==> config.mk <==
export PLATFORM = sky130hd
export DESIGN_NAME = eil_ext_irq
export DESIGN_NICKNAME = d
export VERILOG_FILES = /design/src/eil_pkg.sv /design/src/eil_pin_if.sv /design/src/eil_pin_sync.sv /design/src/eil_ext_irq.sv
export SDC_FILE = /design/constraint.sdc
export NUM_CORES = 1
export LEC_CHECK = 0
export ABC_AREA = 1
export ABC_CLOCK_PERIOD_IN_PS = 1300
export BUFFER_PORTS_ARGS = -buffer_cell sky130_fd_sc_hd__buf_2
export CAP_MARGIN = 20
export CORE_MARGIN = 3
export CORE_UTILIZATION = 43
export CTS_BUF_LIST = sky130_fd_sc_hd__clkbuf_8
export DETAILED_ROUTE_END_ITERATION = 7
export PLACE_DENSITY_LB_ADDON = 0.1
export SLEW_MARGIN = 20
export SYNTH_ARGS = -nofsm -noshare
export SYNTH_HDL_FRONTEND = slang
export SYNTH_SLANG_ARGS = --single-unit
==> constraint.sdc <==
create_clock -name core_clk_i -period 1.3 [get_ports core_clk_i]
set_input_delay 0.13 -clock core_clk_i [delete_from_list [all_inputs] [get_ports core_clk_i]]
set_output_delay 0.13 -clock core_clk_i [all_outputs]
set_load 0.005 [all_outputs]
==> src/eil_pkg.sv <==
// Package for the external interrupt latch: register map, field positions, reset values and vector addresses.
// Assumes a byte-wide register port with one-cycle strobes and read data one cycle later.
package eil_pkg;

  // Register offsets on the plain register port.
  localparam logic [1:0] EIL_STATUS_CONTROL_OFS = 2'h0;
  localparam logic [1:0] EIL_BREAK_FLAG_CTL_OFS = 2'h1;

  // Field positions in the status and control register.
  localparam int EIL_SENS_BIT    = 0;
  localparam int EIL_MASK_BIT    = 1;
  localparam int EIL_ACK_BIT     = 2;
  localparam int EIL_PENDING_BIT = 3;

  // Field position in the break flag control register.
  localparam int EIL_BREAK_CLEAR_ENABLE_BIT = 7;

  // Reset values.
  localparam logic       EIL_SENS_RST = 1'b0;
  localparam logic       EIL_MASK_RST = 1'b0;
  localparam logic       EIL_BREAK_CLEAR_ENABLE_RST = 1'b0;
  localparam logic [7:0] EIL_RDATA_RST = 8'h00;

  // Vector pair fetched for this request.
  localparam logic [15:0] EIL_VECTOR_HI_ADDR = 16'hFFFA;
  localparam logic [15:0] EIL_VECTOR_LO_ADDR = 16'hFFFB;

  // Synchroniser depth on the pin.
  localparam int EIL_SYNC_STAGES = 2;

  // Sensitivity selection.
  typedef enum logic {EIL_EDGE_ONLY, EIL_EDGE_LEVEL} eil_sens_e;

endpackage

==> src/eil_pin_if.sv <==
// Interface carrying the synchronised pin level and its falling-edge event between the modules.
// Assumes both ends run on the same core clock.
`timescale 1ns/1ps
interface eil_pin_if;
  logic pin_level;
  logic pin_fall;

  modport src
  (
    output pin_level,
    output pin_fall
  );
  modport dst
  (
    input  pin_level,
    input  pin_fall
  );
endinterface

==> src/eil_pin_sync.sv <==
// Two-stage synchroniser and falling-edge detector for the active-low interrupt pin.
// Assumes the pin is asynchronous to core_clk_i and idles high through its pullup.
`timescale 1ns/1ps
module eil_pin_sync
  import eil_pkg::*;
(
  // Clock and reset.
  input  wire logic core_clk_i,
  input  wire logic rstn_i,
  // Raw pin.
  input  wire logic irq_n_i,
  // Synchronised view.
  eil_pin_if.src    pin
);

  logic sync1_ff;
  logic sync2_ff;
  logic prev_ff;
  logic [2:0] arm_ff;

  // Two flops before any logic; the first stage feeds only the second.
  always_ff @(posedge core_clk_i or negedge rstn_i)
  begin
    if (!rstn_i)
    begin
      sync1_ff <= 1'b1;
      sync2_ff <= 1'b1;
    end
    else
    begin
      sync1_ff <= irq_n_i;
      sync2_ff <= sync1_ff;
    end
  end

  // Previous level for edge detection; reset high to match the idle pin.
  always_ff @(posedge core_clk_i or negedge rstn_i)
  begin
    if (!rstn_i)
      prev_ff <= 1'b1;
    else
      prev_ff <= sync2_ff;
  end

  // Arming shift: a pin held low through reset would look like a fresh fall once the
  // reset-high synchroniser refills, and would re-latch the request that reset removed.
  // The trade-off is that a pin already low when first sampled never counts as an edge.
  always_ff @(posedge core_clk_i or negedge rstn_i)
  begin
    if (!rstn_i)
      arm_ff <= 3'h0;
    else
      arm_ff <= {arm_ff[1:0], 1'b1};
  end

  // Level and one-cycle falling-edge pulse.
  assign pin.pin_level = sync2_ff;
  assign pin.pin_fall  = arm_ff[2] & prev_ff & ~sync2_ff;

endmodule

==> src/eil_ext_irq.sv <==
// External interrupt latch: pin latch, acknowledge, mask, sensitivity and break handling.
// Assumes the CPU gives a one-cycle vector-fetch pulse and levels for break state and the global mask.
//
// The strobed register port and the address map were left to the implementer.
`timescale 1ns/1ps
module eil_ext_irq
  import eil_pkg::*;
(
  // Clock and reset.
  input  wire logic        core_clk_i,
  input  wire logic        rstn_i,
  // External pin, active low.
  input  wire logic        irq_n_i,
  // Register port.
  input  wire logic [1:0]  reg_addr_i,
  input  wire logic [7:0]  reg_wdata_i,
  input  wire logic        reg_wr_i,
  input  wire logic        reg_rd_i,
  output logic      [7:0]  reg_rdata_o,
  // CPU side.
  input  wire logic        vector_fetch_i,
  input  wire logic        break_state_i,
  input  wire logic        ccr_int_mask_i,
  output logic             cpu_irq_req_o,
  output logic [15:0]      vector_hi_addr_o,
  output logic [15:0]      vector_lo_addr_o,
  output logic             pin_level_o
);

  eil_pin_if pin_bus ();

  logic sens_ff;
  logic mask_ff;
  logic break_clear_enable_ff;
  logic latch_ff;
  logic [7:0] rdata_ff;
  logic sw_ack;
  logic ack;
  logic pending;

  // Pin synchroniser and edge detector.
  eil_pin_sync u_sync
  (
    .core_clk_i (core_clk_i),
    .rstn_i     (rstn_i),
    .irq_n_i    (irq_n_i),
    .pin        (pin_bus.src)
  );

  // Software acknowledge is blocked during break unless break clear is enabled.
  assign sw_ack = reg_wr_i && (reg_addr_i == EIL_STATUS_CONTROL_OFS) && reg_wdata_i[EIL_ACK_BIT]
                  && (!break_state_i || break_clear_enable_ff);
  assign ack    = sw_ack || vector_fetch_i;

  // Control bits, cleared by reset.
  always_ff @(posedge core_clk_i or negedge rstn_i)
  begin
    if (!rstn_i)
    begin
      sens_ff <= EIL_SENS_RST;
      mask_ff <= EIL_MASK_RST;
    end
    else if (reg_wr_i && reg_addr_i == EIL_STATUS_CONTROL_OFS)
    begin
      sens_ff <= reg_wdata_i[EIL_SENS_BIT];
      mask_ff <= reg_wdata_i[EIL_MASK_BIT];
    end
  end

  // Break clear-enable, default zero to protect flags in break.
  always_ff @(posedge core_clk_i or negedge rstn_i)
  begin
    if (!rstn_i)
      break_clear_enable_ff <= EIL_BREAK_CLEAR_ENABLE_RST;
    else if (reg_wr_i && reg_addr_i == EIL_BREAK_FLAG_CTL_OFS)
      break_clear_enable_ff <= reg_wdata_i[EIL_BREAK_CLEAR_ENABLE_BIT];
  end

  // Latch: a new edge wins over a clear in the same cycle so no event is lost.
  always_ff @(posedge core_clk_i or negedge rstn_i)
  begin
    if (!rstn_i)
      latch_ff <= 1'b0;
    else if (pin_bus.pin_fall)
      latch_ff <= 1'b1;
    else if (ack)
      latch_ff <= 1'b0;
  end

  // In level mode a low pin keeps the request pending after the acknowledge.
  assign pending = latch_ff || (sens_ff && !pin_bus.pin_level);

  // Masks gate the request; the pending flag ignores them.
  assign cpu_irq_req_o    = pending && !mask_ff && !ccr_int_mask_i;
  assign vector_hi_addr_o = EIL_VECTOR_HI_ADDR;
  assign vector_lo_addr_o = EIL_VECTOR_LO_ADDR;
  assign pin_level_o      = pin_bus.pin_level;

  // Read data, valid the cycle after the strobe; acknowledge reads zero.
  always_ff @(posedge core_clk_i or negedge rstn_i)
  begin
    if (!rstn_i)
      rdata_ff <= EIL_RDATA_RST;
    else if (reg_rd_i)
    begin
      rdata_ff <= 8'h00;
      if (reg_addr_i == EIL_STATUS_CONTROL_OFS)
      begin
        rdata_ff[EIL_SENS_BIT]    <= sens_ff;
        rdata_ff[EIL_MASK_BIT]    <= mask_ff;
        rdata_ff[EIL_PENDING_BIT] <= pending;
      end
      else if (reg_addr_i == EIL_BREAK_FLAG_CTL_OFS)
        rdata_ff[EIL_BREAK_CLEAR_ENABLE_BIT] <= break_clear_enable_ff;
    end
    else
      rdata_ff <= 8'h00;
  end

  assign reg_rdata_o = rdata_ff;
endmodule

==> results summary <==
STA classifies the critical path startpoint as a register. The setup clock skew after layout is 0.000739 ns. The clock reaches the later pin of the worst-skew pair after 0.23 ns.

The final weighted congestion in routability-driven placement came out at 0.616. The vertical die dimension came out at 48.5 µm. The compound-cell area share of the yosys netlist came out at 3.55%. The initial antenna violation count is 0. Clock tree synthesis inserted a total of 3 buffers. The area of the mapped netlist is 776 µm².

The detailed router placed 454 vias in this run. The final total negative setup slack is 0 ns. In this run the horizontal extent of the chip is 48.5 µm.

The portion of netlist area occupied by mux cells is 0%. The clock-pin transition on the worst setup and hold timing paths is 0.05 ns. The met2 track utilization from global routing is 17.2%.

TritonCTS built the clock tree. The wire length of the first global-routing pass is 1710 µm. The worst-case IR drop observed on VDD is 0.831 mV.

Max-cap violations in this run came to 0. After synthesis, the mean cell area works out to 9.35 µm². The relative area change from synthesis to final layout is 10.3%. In this run the tool buffered the top-level ports with 19 buffer cells. The via count normalized by instance count is 3.44.

The clock period minus worst slack came out at 1.25 ns. Cells with a size suffix above 1 make up 31.5% of the layout. Setup repair after global routing could not meet its margin everywhere. After detailed routing, the total wire length is 1110 µm. The final count of hold timing violations is 0. For this run, the post-layout net count is 127.

The data required time of the critical path is 1.17 ns. After layout, the design draws a total of 1.01 mW. In this run, synthesis produced a sequential element count of 14.

The largest driver fanout on the critical path is 2. For this run, the number of Yosys warnings is 0. The number of pins exceeding their max-slew limit in the final report is 0.

The remaining antenna violation count after routing is 0. The adder-cell share of the synthesized area came out at 0%. The min-delay analysis places its worst path in the category in2reg. The post-DP HPWL came out at 941 µm. The post-synthesis cell type count is 16. The number of DRC markers after the initial detailed-route iteration came out at 7. After synthesis, the largest family of logic cells by area is buffers and inverters. The overflow left after global routing came out at 0.

The synthesized instance count is 83. In this run the standard cell core region covers 1590 µm². Setup violations remaining at the end of the flow were counted as 0. In this run the clock root is driven by a sky130_fd_sc_hd__clkbuf_8. Global routing used 5.83% of the available met3 tracks. The maximum level of the CTS H-tree came out at 1.

The XOR/XNOR share of the synthesized area came out at 0%. The number of detailed-routing iterations run before antenna repair is 2. The run finished with clean final reports. The detailed-route DRC error count is 0. 0 antenna diodes ended up in the layout. The worst setup path is captured at an output pin. The total number of placement rows came out at 14. Entering global routing, the biggest net connects 15 pins. The via count of the first global-routing pass is 414. The total clock sinks came out at 14. The maximum clock insertion buffer count is 2. The global routing stage identified its most utilized layer as met2. In the final routed layout, each cell accounts on average for 8.43 µm.

The total power per unit cell area is 1180 nW/µm². The top achievable clock speed is 802 MHz. The met1 routing resource usage after global routing came out at 8.66%. Global routing consumed, over all layers together, 9.65% of the routing resources. The analysis attributes to cell leakage a power of 0.490 nW. The share of the yosys chip area belonging to registers is 45.6%. The floorplan step defined a die boundary enclosing 2350 µm².

The total I/O pin count is 60. The arrival time at the worst endpoint is 1.12 ns. The initial cell density of the core is 48.7%. The final core utilization is 53.7%. The setup path with the least slack is of type reg2out.

The share of the clock period used by the worst path is 95.9%. The area share of and/or/nand/nor cells after synthesis came out at 10.8%.
-- critical path, cell delays in order, from the launching register on --
cell	delay [ns]
sky130_fd_sc_hd__dfstp_2	0.54
sky130_fd_sc_hd__inv_2	0.05
sky130_fd_sc_hd__a21oi_4	0.12
sky130_fd_sc_hd__nor3_1	0.05
sky130_fd_sc_hd__buf_2	0.12
-- final timing paths --
kind / from / to / cells after the start / slack [ns]
max: u_sync.pin.pin_level / cpu_irq_req_o / 4 / 0.05
min: reg_wdata_i[0] / sens_ff / 3 / 0.10
max reg2reg: u_sync.pin.pin_level / reg_rdata_o[3] / 3 / 0.43
min reg2reg: u_sync.arm_ff[1] / u_sync.arm_ff[2] / 0 / 0.35
max in group asynchronous: rstn_i / u_sync.prev_ff / 2 / 0.70
min in group asynchronous: rstn_i / break_clear_enable_ff / 2 / 0.31
-- synth_stat cells, drive strengths merged --
master,n,area share [%]
a21boi,1,0.97
a21oi,2,1.3
buf,36,35
conb,2,0.97
dfrtp,11,35
dfstp,3,10
inv,8,4.2
nand2,6,3.2
nand3,4,2.6
nor2,7,4.4
nor3,1,0.64
o21ai,2,1.3
-- routing by layer --
metal  part of all wire [%]  up-vias
met5                      0        -
met4                   0.90        0
met3                     16        2
met2                     51       35
met1                     32      192
li1                       -      225
-- cell families (layout without fill, tap and decap cells) --
group / after synthesis / in the layout
buffers and inverters: 44 / 34
and+or+nand+nor: 18 / 18
other: 2 / 37
DFF: 14 / 14
AOI/OAI and AO/OA: 5 / 5
-- layout make-up --
type                       instances  area, µm²
clock buffer                       4       55.1
inverter                           8       32.5
tap                               24       30.0
sequential                        14        354
fill                             160        738
timing repair buffer              22        123
multi-input combinational         60        262
-- stage by stage --
| stage | cell area, µm² | std cells | hold slack, ns | setup slack (ns) |
|---|---|---|---|---|
| floorplan | 907 | 118 | -0.166 | 0.385 |
| global placement | 762 | 125 | 0.0356 | 0.227 |
| detailed placement | 762 | 125 | 0.0376 | 0.211 |
| CTS | 848 | 132 | 0.100 | 0.00181 |
| global route | 856 | 132 | 0.135 | 0.00225 |
| finish | 856 | 132 | 0.100 | 0.0539 |
-- state kept, by name (all words and copies together), names as in the netlist --
signal	cells
u_sync.sync1_ff	1
latch_ff	1
sens_ff	1
mask_ff	1
u_sync.arm_ff	3
u_sync.pin.pin_level	1
u_sync.prev_ff	1
break_clear_enable_ff	1
reg_rdata_o	4
-- report_power, final --
part           internal [mW]  switching (mW)  leakage (nW)
registers              0.472          0.0157         0.170
clock network          0.267           0.134        0.0288
logic                 0.0462          0.0773         0.292
total                  0.785           0.227         0.490
-- cells in the final DEF (no fill, tap or decap), drive strengths merged --
cell type	n
a21boi	1
a21oi	2
buf	20
clkbuf	4
conb	37
dfrtp	11
dfstp	3
dlygate4sd3	2
inv	8
nand2	6
nand3	4
nor2	7
nor3	1
o21ai	2
-- what timing repair did --
item,4_1_cts,5_1_grt
resized for setup,2,1
setup endpoints to repair,1,1
endpoints found under the hold margin,12,0
hold buffers,2,0
pin swaps,1,1
buffers inserted,1,0
(Power assumes the default switching activity.)
